--- src/pkg/wdt_pkg.sv ---
package wdt_pkg;
  // register byte offsets
  localparam logic [3:0] CTRL_OFS    = 4'h0;
  localparam logic [3:0] STAT_OFS    = 4'h4;
  localparam logic [3:0] CLEAR_OFS   = 4'h8;
  localparam logic [3:0] ENABLE_OFS  = 4'hc;
  // control fields
  localparam int CTRL_EN_BIT   = 0;
  localparam int CTRL_LOCK_BIT = 1;
  localparam int CTRL_SEL_LSB  = 4;
  localparam int SEL_W         = 3;
  localparam int CTRL_KICK_BIT = 8;
  localparam logic [SEL_W-1:0] SEL_MAX = 3'h7;
  // status fields
  localparam int STAT_OVF_BIT  = 0;
  localparam int STAT_LOCK_BIT = 1;
  localparam int STAT_W        = 2;
  // timeout base: overflow on the oscillator tick after 2**(SEL_BASE+sel) ticks
  localparam int SEL_BASE      = 6;
  localparam int CNT_W         = SEL_BASE + 8;
  localparam logic [1:0] RESP_OKAY   = 2'h0;
  localparam logic [1:0] RESP_SLVERR = 2'h2;
endpackage : wdt_pkg
--- src/hdl/wdt_timer.sv ---
// Design decisions made here: the register addresses and the AXI4-Lite interface to the registers.
module wdt_timer
  import wdt_pkg::*;
(
  input  wire logic        mclk,
  input  wire logic        reset,
  input  wire logic        lfoClk,
  input  wire logic [3:0]  awaddr,
  input  wire logic        awvalid,
  output logic             awready,
  input  wire logic [31:0] wdata,
  input  wire logic [3:0]  wstrb,
  input  wire logic        wvalid,
  output logic             wready,
  output logic [1:0]       bresp,
  output logic             bvalid,
  input  wire logic        bready,
  input  wire logic [3:0]  araddr,
  input  wire logic        arvalid,
  output logic             arready,
  output logic [31:0]      rdata,
  output logic [1:0]       rresp,
  output logic             rvalid,
  input  wire logic        rready,
  output logic             sysResetReq,
  output logic             rstPinOe,
  output logic             irq
);
  //////////////////////////////////////////////////////////////////
  // oscillator synchroniser and edge detect
  logic             lfoMeta;
  logic             lfoSync;
  logic             lfoLast;
  logic             lfoTick;
  always_ff @(posedge mclk)
  begin
    if (reset)
    begin
      lfoMeta <= 1'b0;
      lfoSync <= 1'b0;
      lfoLast <= 1'b0;
    end
    else
    begin
      lfoMeta <= lfoClk;
      lfoSync <= lfoMeta;
      lfoLast <= lfoSync;
    end
  end
  assign lfoTick = lfoSync & ~lfoLast;

  //////////////////////////////////////////////////////////////////
  // bus write channel
  logic             awHeld;
  logic             wHeld;
  logic [3:0]       awAddr;
  logic [31:0]      wData;
  logic [3:0]       wStrb;
  logic             doWrite;
  assign awready = ~awHeld & ~bvalid;
  assign wready  = ~wHeld & ~bvalid;
  assign doWrite = awHeld & wHeld & ~bvalid;
  always_ff @(posedge mclk)
  begin
    if (reset)
    begin
      awHeld <= 1'b0;
      wHeld  <= 1'b0;
      awAddr <= 4'h0;
      wData  <= 32'h0;
      wStrb  <= 4'h0;
      bvalid <= 1'b0;
      bresp  <= RESP_OKAY;
    end
    else
    begin
      if (awvalid && awready)
      begin
        awHeld <= 1'b1;
        awAddr <= awaddr;
      end
      if (wvalid && wready)
      begin
        wHeld <= 1'b1;
        wData <= wdata;
        wStrb <= wstrb;
      end
      if (doWrite)
      begin
        awHeld <= 1'b0;
        wHeld  <= 1'b0;
        bvalid <= 1'b1;
        bresp  <= (awAddr == CTRL_OFS || awAddr == CLEAR_OFS || awAddr == ENABLE_OFS)
                  ? RESP_OKAY : RESP_SLVERR;
      end
      else if (bvalid && bready)
        bvalid <= 1'b0;
    end
  end

  //////////////////////////////////////////////////////////////////
  // control register
  logic             wdEnable;
  logic             wdLock;
  logic [SEL_W-1:0] wdSel;
  logic             ctrlWr;
  logic             kick;
  assign ctrlWr = doWrite && awAddr == CTRL_OFS && wStrb[0];
  assign kick   = doWrite && awAddr == CTRL_OFS && wStrb[1] && wData[CTRL_KICK_BIT];
  always_ff @(posedge mclk)
  begin
    if (reset)
    begin
      wdEnable <= 1'b1;
      wdLock   <= 1'b0;
      wdSel    <= SEL_MAX;
    end
    else if (ctrlWr && !wdLock)
    begin
      wdEnable <= wData[CTRL_EN_BIT];
      wdLock   <= wData[CTRL_LOCK_BIT];
      wdSel    <= wData[CTRL_SEL_LSB +: SEL_W];
    end
  end

  //////////////////////////////////////////////////////////////////
  // watchdog counter and overflow
  logic [CNT_W-1:0] count;
  logic             overflow;
  always_comb
  begin
    overflow = lfoTick && wdEnable && (count[SEL_BASE + int'(wdSel)] == 1'b1);
  end
  always_ff @(posedge mclk)
  begin
    if (reset)
      count <= '0;
    else if (kick || !wdEnable)
      count <= '0;
    else if (lfoTick)
      count <= count + 1'b1;
  end
  // reset request pulse; pin never driven
  always_ff @(posedge mclk)
  begin
    if (reset)
      sysResetReq <= 1'b0;
    else
      sysResetReq <= overflow;
  end
  assign rstPinOe = 1'b0;

  //////////////////////////////////////////////////////////////////
  // interrupt status, clear and enable
  logic [STAT_W-1:0] stat;
  logic [STAT_W-1:0] irqEn;
  logic [STAT_W-1:0] setEv;
  logic [STAT_W-1:0] clrEv;
  assign setEv = {ctrlWr & wdLock, overflow};
  assign clrEv = (doWrite && awAddr == CLEAR_OFS && wStrb[0]) ? wData[STAT_W-1:0] : '0;
  always_ff @(posedge mclk)
  begin
    if (reset)
      stat <= '0;
    else
      stat <= (stat & ~clrEv) | setEv; // set wins
  end
  always_ff @(posedge mclk)
  begin
    if (reset)
      irqEn <= '0;
    else if (doWrite && awAddr == ENABLE_OFS && wStrb[0])
      irqEn <= wData[STAT_W-1:0];
  end
  assign irq = |(stat & irqEn);

  //////////////////////////////////////////////////////////////////
  // bus read channel
  assign arready = ~rvalid;
  always_ff @(posedge mclk)
  begin
    if (reset)
    begin
      rvalid <= 1'b0;
      rdata  <= 32'h0;
      rresp  <= RESP_OKAY;
    end
    else if (arvalid && arready)
    begin
      rvalid <= 1'b1;
      rresp  <= RESP_OKAY;
      unique case (araddr)
        CTRL_OFS:   rdata <= {24'h0, 1'b0, wdSel, 2'b0, wdLock, wdEnable};
        STAT_OFS:   rdata <= {30'h0, stat};
        ENABLE_OFS: rdata <= {30'h0, irqEn};
        default:
        begin
          rdata <= 32'h0;
          rresp <= RESP_SLVERR;
        end
      endcase
    end
    else if (rvalid && rready)
      rvalid <= 1'b0;
  end

  //////////////////////////////////////////////////////////////////
  // checks: reset request and reset pin
  a_ovf_resets: assert property (@(posedge mclk) disable iff (reset)
    overflow |=> sysResetReq)
    else $error("overflow did not request reset");
  a_req_cause: assert property (@(posedge mclk) disable iff (reset)
    sysResetReq |-> $past(overflow))
    else $error("reset request without overflow");
  a_pin_idle: assert property (@(posedge mclk) disable iff (reset)
    sysResetReq |-> !rstPinOe)
    else $error("reset pin driven");

  // checks: defaults, enable, lock and timeout select
  // lock must survive everything but a system reset
  a_reset_defaults: assert property (@(posedge mclk)
    $fell(reset) |-> wdEnable && wdSel == SEL_MAX && !wdLock)
    else $error("bad defaults after reset");
  a_disabled_quiet: assert property (@(posedge mclk) disable iff (reset)
    !wdEnable |-> !overflow)
    else $error("disabled watchdog fired");
  a_disabled_zero: assert property (@(posedge mclk) disable iff (reset)
    !wdEnable |=> count == '0)
    else $error("disabled watchdog counted");
  a_lock_holds: assert property (@(posedge mclk) disable iff (reset)
    wdLock |=> wdLock && $stable(wdEnable) && $stable(wdSel))
    else $error("locked config changed");
  a_lock_config: assert property (@(posedge mclk) disable iff (reset)
    (ctrlWr && wdLock) |=> stat[STAT_LOCK_BIT] && $stable(wdSel))
    else $error("locked write not refused");
  a_sel_write: assert property (@(posedge mclk) disable iff (reset)
    (ctrlWr && !wdLock) |=> wdSel == $past(wData[CTRL_SEL_LSB +: SEL_W]))
    else $error("timeout select not written");

  // checks: counter and oscillator tick
  // restart must still work while locked
  a_kick_clears: assert property (@(posedge mclk) disable iff (reset)
    kick |=> count == '0)
    else $error("restart did not clear");
  a_kick_locked: assert property (@(posedge mclk) disable iff (reset)
    (kick && wdLock) |=> count == '0)
    else $error("locked restart did not clear");
  a_tick_only: assert property (@(posedge mclk) disable iff (reset)
    (count != $past(count) && count != '0) |-> $past(lfoTick))
    else $error("count moved without tick");
  a_count_hold: assert property (@(posedge mclk) disable iff (reset)
    (!lfoTick && !kick && wdEnable) |=> $stable(count))
    else $error("count changed between ticks");
  a_tick_single: assert property (@(posedge mclk) disable iff (reset)
    lfoTick |=> !lfoTick)
    else $error("tick longer than one cycle");

  // checks: status flags and interrupt
  a_set_wins: assert property (@(posedge mclk) disable iff (reset)
    overflow |=> stat[STAT_OVF_BIT])
    else $error("overflow not recorded");
  a_stat_sticky: assert property (@(posedge mclk) disable iff (reset)
    (stat[STAT_OVF_BIT] && !clrEv[STAT_OVF_BIT]) |=> stat[STAT_OVF_BIT])
    else $error("status bit lost");
  a_clr_bit: assert property (@(posedge mclk) disable iff (reset)
    (clrEv[STAT_OVF_BIT] && !overflow) |=> !stat[STAT_OVF_BIT])
    else $error("status bit not cleared");
  a_irq_level: assert property (@(posedge mclk) disable iff (reset)
    (stat[STAT_OVF_BIT] && irqEn[STAT_OVF_BIT]) |-> irq)
    else $error("enabled status without interrupt");
  a_irq_mask: assert property (@(posedge mclk) disable iff (reset)
    (irqEn == '0) |-> !irq)
    else $error("masked interrupt raised");

  // checks: bus answers stand until taken
  a_write_answer: assert property (@(posedge mclk) disable iff (reset)
    doWrite |=> bvalid)
    else $error("write not answered");
  a_read_answer: assert property (@(posedge mclk) disable iff (reset)
    (arvalid && arready) |=> rvalid)
    else $error("read not answered");
  a_b_stands: assert property (@(posedge mclk) disable iff (reset)
    (bvalid && !bready) |=> bvalid && $stable(bresp))
    else $error("write response dropped");
  a_r_stands: assert property (@(posedge mclk) disable iff (reset)
    (rvalid && !rready) |=> rvalid && $stable(rdata) && $stable(rresp))
    else $error("read response dropped");
  a_b_release: assert property (@(posedge mclk) disable iff (reset)
    (bvalid && bready) |=> !bvalid)
    else $error("write response repeated");
  a_aw_blocked: assert property (@(posedge mclk) disable iff (reset)
    bvalid |-> !awready && !wready)
    else $error("write taken while answering");
  a_ar_blocked: assert property (@(posedge mclk) disable iff (reset)
    rvalid |-> !arready)
    else $error("read taken while answering");
  a_bresp_code: assert property (@(posedge mclk) disable iff (reset)
    (doWrite && awAddr == STAT_OFS) |=> bresp == RESP_SLVERR)
    else $error("status write not refused");
  a_rresp_code: assert property (@(posedge mclk) disable iff (reset)
    (arvalid && arready && araddr == CLEAR_OFS) |=> rresp == RESP_SLVERR)
    else $error("clear read not refused");
endmodule : wdt_timer

--- config.mk ---
export PLATFORM = sky130hd
export DESIGN_NAME = wdt_timer
export DESIGN_NICKNAME = d
export VERILOG_FILES = /design/src/pkg/wdt_pkg.sv /design/src/hdl/wdt_timer.sv
export SDC_FILE = /design/constraint.sdc
export NUM_CORES = 1
export LEC_CHECK = 0
export BUFFER_PORTS_ARGS = -buffer_cell sky130_fd_sc_hd__buf_2
export CORE_MARGIN = 4
export CORE_UTILIZATION = 54
export CTS_BUF_LIST = sky130_fd_sc_hd__clkbuf_4
export DETAILED_ROUTE_END_ITERATION = 7
export MAX_ROUTING_LAYER = met4
export PLACE_DENSITY = 0.88
export REMOVE_ABC_BUFFERS = 1
export SYNTH_ARGS = -nofsm -noshare
export SYNTH_HDL_FRONTEND = slang
export SYNTH_SLANG_ARGS = --single-unit
--- constraint.sdc ---
create_clock -name mclk -period 3.4 [get_ports mclk]
set_input_delay 0.85 -clock mclk [delete_from_list [all_inputs] [get_ports mclk]]
set_output_delay 0.85 -clock mclk [all_outputs]
set_load 0.02 [all_outputs]
==> impl_metrics.toml, run 1 <==
[die]
pin_count = 96
dieHeight_um = 74.47
die_width_um = 74.47
rows = 23
dieArea_mm2 = 0.005546
core_area_mm2 = 0.004144
initial_core_util_pct = 57.58

[cells_and_area]
fin_cells = 358
diodes = 0
design_area_mm2 = 0.002515
syn_to_final_growth_pct = 5.401
layout_common_cells = "dfxtp_1 (50), nor2_1 (38), buf_2 (37), conb_1 (30), nand2_1 (26)"
layout_commonest_cell = "dfxtp_1"
drive_gt1_share_pct = 15.58
nets = 363

[hold_path]
min_delay_path_depth = 1
hp-class = "flip-flop to flip-flop"
hold_start = "lfoMeta"
min_to = "lfoSync"

[pwr]
seqPwrFrac_pct = 63.1
p_leak_nw = 1.067
intPower_mw = 0.7161
power.share.clock_pct = 23.9
irDropWorstVdd_mv = 0.2926
switching_share_pct = 27.34
power_frac_comb_pct = 13.0
switchingPower_mw = 0.2695
power.density_mw_per_mm2 = 391.9

[timing]
finalClockSkew_ns = 0.006800
final.setup.tns_ns = 0
fin_ws_ns = 1.459
maxSlewViolCount = 0
slew_headroom_pct = 57.23
setup_viol = 0
finalCritPeriodShare_pct = 57.10
fmax_mhz = 515.1
min_period_ns = 1.941
worst_pin_slew_ns = 0.6326
rsz0062_at_grt = "false"
finalHoldViolCount = 0

[placed_design]
postPlaceCellArea_mm2 = 0.002474
gp_congestion = 0.8113
place_ws_ns = 1.227
dpl.hpwl_um = 3428
portBuffers = 37
placedCellCount = 352

[detailed_routing]
dr.pass1.iters = 6
vias = 1877
finalWirelength_um = 4539
met1Wirelength_um = 1974
via_per_inst = 5.243
topRoutingLayerUsed = "met4"
drcViolationCount = 0
drt_iter0_markers = 151
ant_nets = 0
avgRoutedWirePerCell_um = 12.68
met3_wirelength_um = 382
wl_met2_um = 2027

[outcome]
status = "finished, final reports clean"

[cts]
clkLatencyLatePin_ns = 0.36
cts_setup_buffers = 0
htree_levels = 2
cts_tree = "done"
path_clk_slew_ns = 0.12
clock-sinks = 50
cts_hold_buffers = 0
numCtsBuffers = 5
cts_root_buf = "clkbuf_4"
cts_resized = 0
cts-root-to-sink-buffers = 2

[critical_path]
r2r_start = "awAddr[0]"
slowest_stage = "dfxtp_1"
path_max_fanout = 3
r2r-end = "count[12]"
cp.required_ns = 2.55
path_cells = "a22o_1, buf_2"
path_class = "flip-flop to output pin"
rrSetupSlack_ns = 1.72
worst_path_largest_cell_delay_ns = 0.35
cp.arrival_ns = 1.09
reg2reg_depth = 3
crit_path_end_kind = "output pin"
cp-start-kind = "flip-flop"

[logic_synthesis]
synth_seq_cells = 50
synth_edf_count = 0
synth_cell_types = 39
yosysSeqAreaShare_pct = 41.95
syn_area_mm2 = 0.002386
synthCells = 277
avgSynthCellArea_um2 = 8.614
ys_warn_count = 0
ys.flop_type = "dfxtp_1"
async_reset_ff_share_pct = 0

[global_route]
grt_pass1_wl_um = 7486
grt_usage_pct = 18.20
grt_max_degree = 33
grt_pass1_vias = 1767
overflow = 0
antenna_found_initial = 0

[job]
max_cap_violations = 0
metrics by stage:
stage               hold slack (ns)  util, %  power, mW
CTS                          0.4661    60.69     0.9957
floorplan                    0.4138        -     0.7216
detailed placement           0.4434    59.69     0.7627
global placement             0.4199    59.69     0.7587
finish                       0.4623    60.69     0.9856
global route                 0.5000    60.69      1.034
worst max-delay path by stage:
stage                     startpoint     endpoint  slack [ns]  cells after the start
final                        stat[0]          irq        1.46                      2
after global routing          bvalid       wready        1.32                      2
after CTS                    stat[0]          irq        1.44                      2
after detailed placement       reset  sysResetReq        1.23                      5
after global placement         reset      stat[0]        1.29                      5
after floorplan              arvalid     rdata[0]        1.73                      4
Yosys cell counts (all sizes together) (2+ instances only):
| cell type | instances | share of area [%] |
|---|---|---|
| dfxtp | 50 | 42 |
| nor2 | 38 | 6.0 |
| buf | 32 | 9.9 |
| nand2 | 26 | 4.1 |
| mux2i | 15 | 6.3 |
| a21oi | 14 | 2.9 |
| inv | 11 | 1.7 |
| clkbuf | 9 | 1.4 |
| nand3 | 9 | 1.9 |
| xnor2 | 9 | 3.3 |
| nor3 | 8 | 2.2 |
| a22oi | 6 | 1.9 |
| nand4 | 6 | 1.6 |
| nor2b | 6 | 1.6 |
| nand2b | 4 | 1.0 |
| a211oi | 3 | 0.94 |
| nor4 | 3 | 0.79 |
| o21ai | 3 | 0.79 |
| xor2 | 3 | 1.1 |
| and2 | 2 | 0.52 |
| ha | 2 | 1.0 |
| nand4b | 2 | 0.73 |
| nor4b | 2 | 0.73 |
| o211ai | 2 | 0.63 |
| or4 | 2 | 0.79 |
flip-flops by register name, summed over array words and instances (netlist names):
register / cells
lfoMeta: 1
wdLock: 1
bresp: 1
wdEnable: 1
rdata: 5
rresp: 1
awHeld: 1
wHeld: 1
sysResetReq: 1
bvalid: 1
count: 14
awAddr: 4
irqEn: 2
lfoSync: 1
rvalid: 1
wStrb: 2
wdSel: 3
lfoLast: 1
wData: 6
stat: 2
layout make-up:
type / count / area (um^2)
fill: 384 / 1629
sequential: 50 / 1001
tap: 50 / 62.56
inverter: 11 / 41.29
clock inverter: 1 / 3.754
timing repair buffer: 37 / 185.2
clock buffer: 5 / 37.54
multi-input combinational: 204 / 1184
power by group through the flow:
stage	combinational, mW	clock [mW]	sequential, mW
6_report	0.129	0.235	0.622
5_1_grt	0.143	0.267	0.625
4_1_cts	0.128	0.246	0.622
3_5_place_dp	0.128	0	0.635
3_3_place_gp	0.126	0	0.633
2_1_floorplan	0.0869	0	0.635
routing by layer:
metal,vias up,track usage [%]
li1,943,-
met1,830,20.40
met2,85,28.98
met3,19,5.811
met4,0,9.289
met5,-,-
cells by family after synthesis:
kind of cell / synth area share [%]
multiplexers: 7.236
adder cells (fa/ha/maj): 1.049
XOR/XNOR: 4.405
AND/OR/NAND/NOR: 22.55
flip-flops: 41.95
buffers and inverters: 13.00
other: 0.1572
AO/OA/AOI/OAI: 9.649
worst max-delay path, delay by kind of cell, from the launching register on:
family / cells / cell delay (ns)
DFF: 1 / 0.35
AOI/OAI and AO/OA: 1 / 0.23
buffers and inverters: 1 / 0.15
(Power assumes the default switching activity.)
==> run 2: changes to the inputs <==
- CORE_UTILIZATION: 54 -> 50
- PLACE_DENSITY: 0.88 -> 0.82
- clock period: 3.4 -> 1.8 ns (I/O delays scaled with it)
==> impl_metrics.toml, run 2 (synthesis results as in run 1) <==
[die]
rows = 24
dieHeight_um = 77.08
initial_core_util_pct = 53.33
dieArea_mm2 = 0.005941
die_width_um = 77.08
core_area_mm2 = 0.004474
pin_count = 96

[critical_path]
path_max_fanout = 6
timing.critical_path.buf_inv = 0
reg2reg_depth = 4
cp.required_ns = 2.09
cp_top_family = "simple AND/OR/NAND/NOR gates"
slowest_stage = "or4_4"
r2r_start = "awAddr[0]"
path_class = "flip-flop to flip-flop"
r2r-end = "wdSel[0]"
cp.arrival_ns = 1.96
cp-start-kind = "flip-flop"
rrSetupSlack_ns = 0.14
worst_path_largest_cell_delay_ns = 0.58
crit_path_end_kind = "flip-flop"
path_cells = "or4_4, nor3_4, mux2i_1, nand2_1"

[cts]
cts_resized = 0
cts_tree = "done"
htree_levels = 2
cts_root_buf = "clkbuf_4"
cts-root-to-sink-buffers = 2
numCtsBuffers = 5
cts_setup_buffers = 0
path_clk_slew_ns = 0.15
cts_hold_buffers = 0
clkLatencyLatePin_ns = 0.38
clock-sinks = 50

[timing]
hold_slack_ns = 0.2776
finalClockSkew_ns = 0.01571
maxSlewViolCount = 0
slew_headroom_pct = 64.75
worst_pin_slew_ns = 0.5214
final.setup.tns_ns = 0
setup_viol = 0
finalHoldViolCount = 0
finalCritPeriodShare_pct = 92.47
min_period_ns = 1.665
rsz0062_at_grt = "false"
fmax_mhz = 600.8

[global_route]
grt_pass1_vias = 1626
antenna_found_initial = 0
overflow = 0
grt_max_degree = 32
grt_usage_pct = 15.15
grt_pass1_wl_um = 7231

[placed_design]
dpl.hpwl_um = 3355
portBuffers = 37
gp_congestion = 0.8356

[detailed_routing]
ant_nets = 0
finalWirelength_um = 4399
vias = 1882
via_per_inst = 5.128
drcViolationCount = 0
avgRoutedWirePerCell_um = 11.99
dr.pass1.iters = 4
drt_iter0_markers = 93

[cells_and_area]
regMostFlops = "count"
nets = 368
fillers = 412
layout_common_cells = "dfxtp_1 (50), nor2_1 (38), buf_2 (37), conb_1 (30), nand2_1 (26)"
diodes = 0
multi_input_area_mm2 = 0.001184
drive_gt1_share_pct = 17.78
biggestRegsByFlops = "count (14), wData (6), rdata (5)"
largest_register_ffs = 14
syn_to_final_growth_pct = 7.971
regArea_mm2 = 0.001001
layout_commonest_cell = "dfxtp_1"

[outcome]
status = "finished, final reports clean"

[hold_path]
hold_start = "lfoClk"
hp-class = "input pin to flip-flop"
min_delay_path_depth = 2
min_to = "lfoMeta"

[pwr]
irDropWorstVdd_mv = 0.5716
power.density_mw_per_mm2 = 758.0
p_leak_nw = 1.098

[job]
max_cap_violations = 0
run 2: worst reg2reg max path, stage by stage, from the launching register on:
cell and delay, ns:
dfxtp_1 0.37, or4_4 0.58, nor3_4 0.32, mux2i_1 0.24, nand2_1 0.06
run 2: worst max-delay path by stage:
stage	to	start	cells after the start
detailed placement	wdSel[0]	awAddr[0]	4
global route	wdSel[0]	awAddr[1]	4
CTS	wdSel[0]	awAddr[0]	4
finish	wdSel[0]	awAddr[0]	4
global placement	wdEnable	awAddr[0]	4
floorplan	irqEn[0]	bvalid	4
run 2: metrics by stage:
| stage | power (mW) | util (%) | std cells | setup WS, ns | cell area [um^2] |
|---|---|---|---|---|---|
| floorplan | 1.363 | - | 265 | 0.2605 | 2226 |
| global placement | 1.442 | 56.18 | 359 | 0.2012 | 2514 |
| detailed placement | 1.448 | 56.18 | 359 | 0.1464 | 2514 |
| CTS | 1.967 | 57.58 | 367 | 0.1424 | 2576 |
| global route | 2.051 | 57.58 | 367 | 0.05852 | 2576 |
| finish | 1.953 | 57.58 | 367 | 0.1355 | 2576 |
run 2: layout make-up:
type	count	area share [%]
clock buffers	5	1.457
clock inverters	3	0.9713
inverters	11	1.603
multi-input cells	204	45.94
flip-flops and latches	50	38.85
well taps	52	2.525
repair buffers	42	8.645
run 2: layer usage:
layer  up-vias  track usage [%]  routed length [um]
met1       853            19.36                2086
li1        961                -                   -
met3         8            3.396                 289
met4         0            7.473                  89
met5         -                -                   0
met2        60            22.56                1934
run 2: where the power goes:
group	switching (mW)	total, mW	internal [mW]
Combinational	0.168	0.250	0.0819
Clock	0.368	0.527	0.160
Sequential	0.0325	1.18	1.14
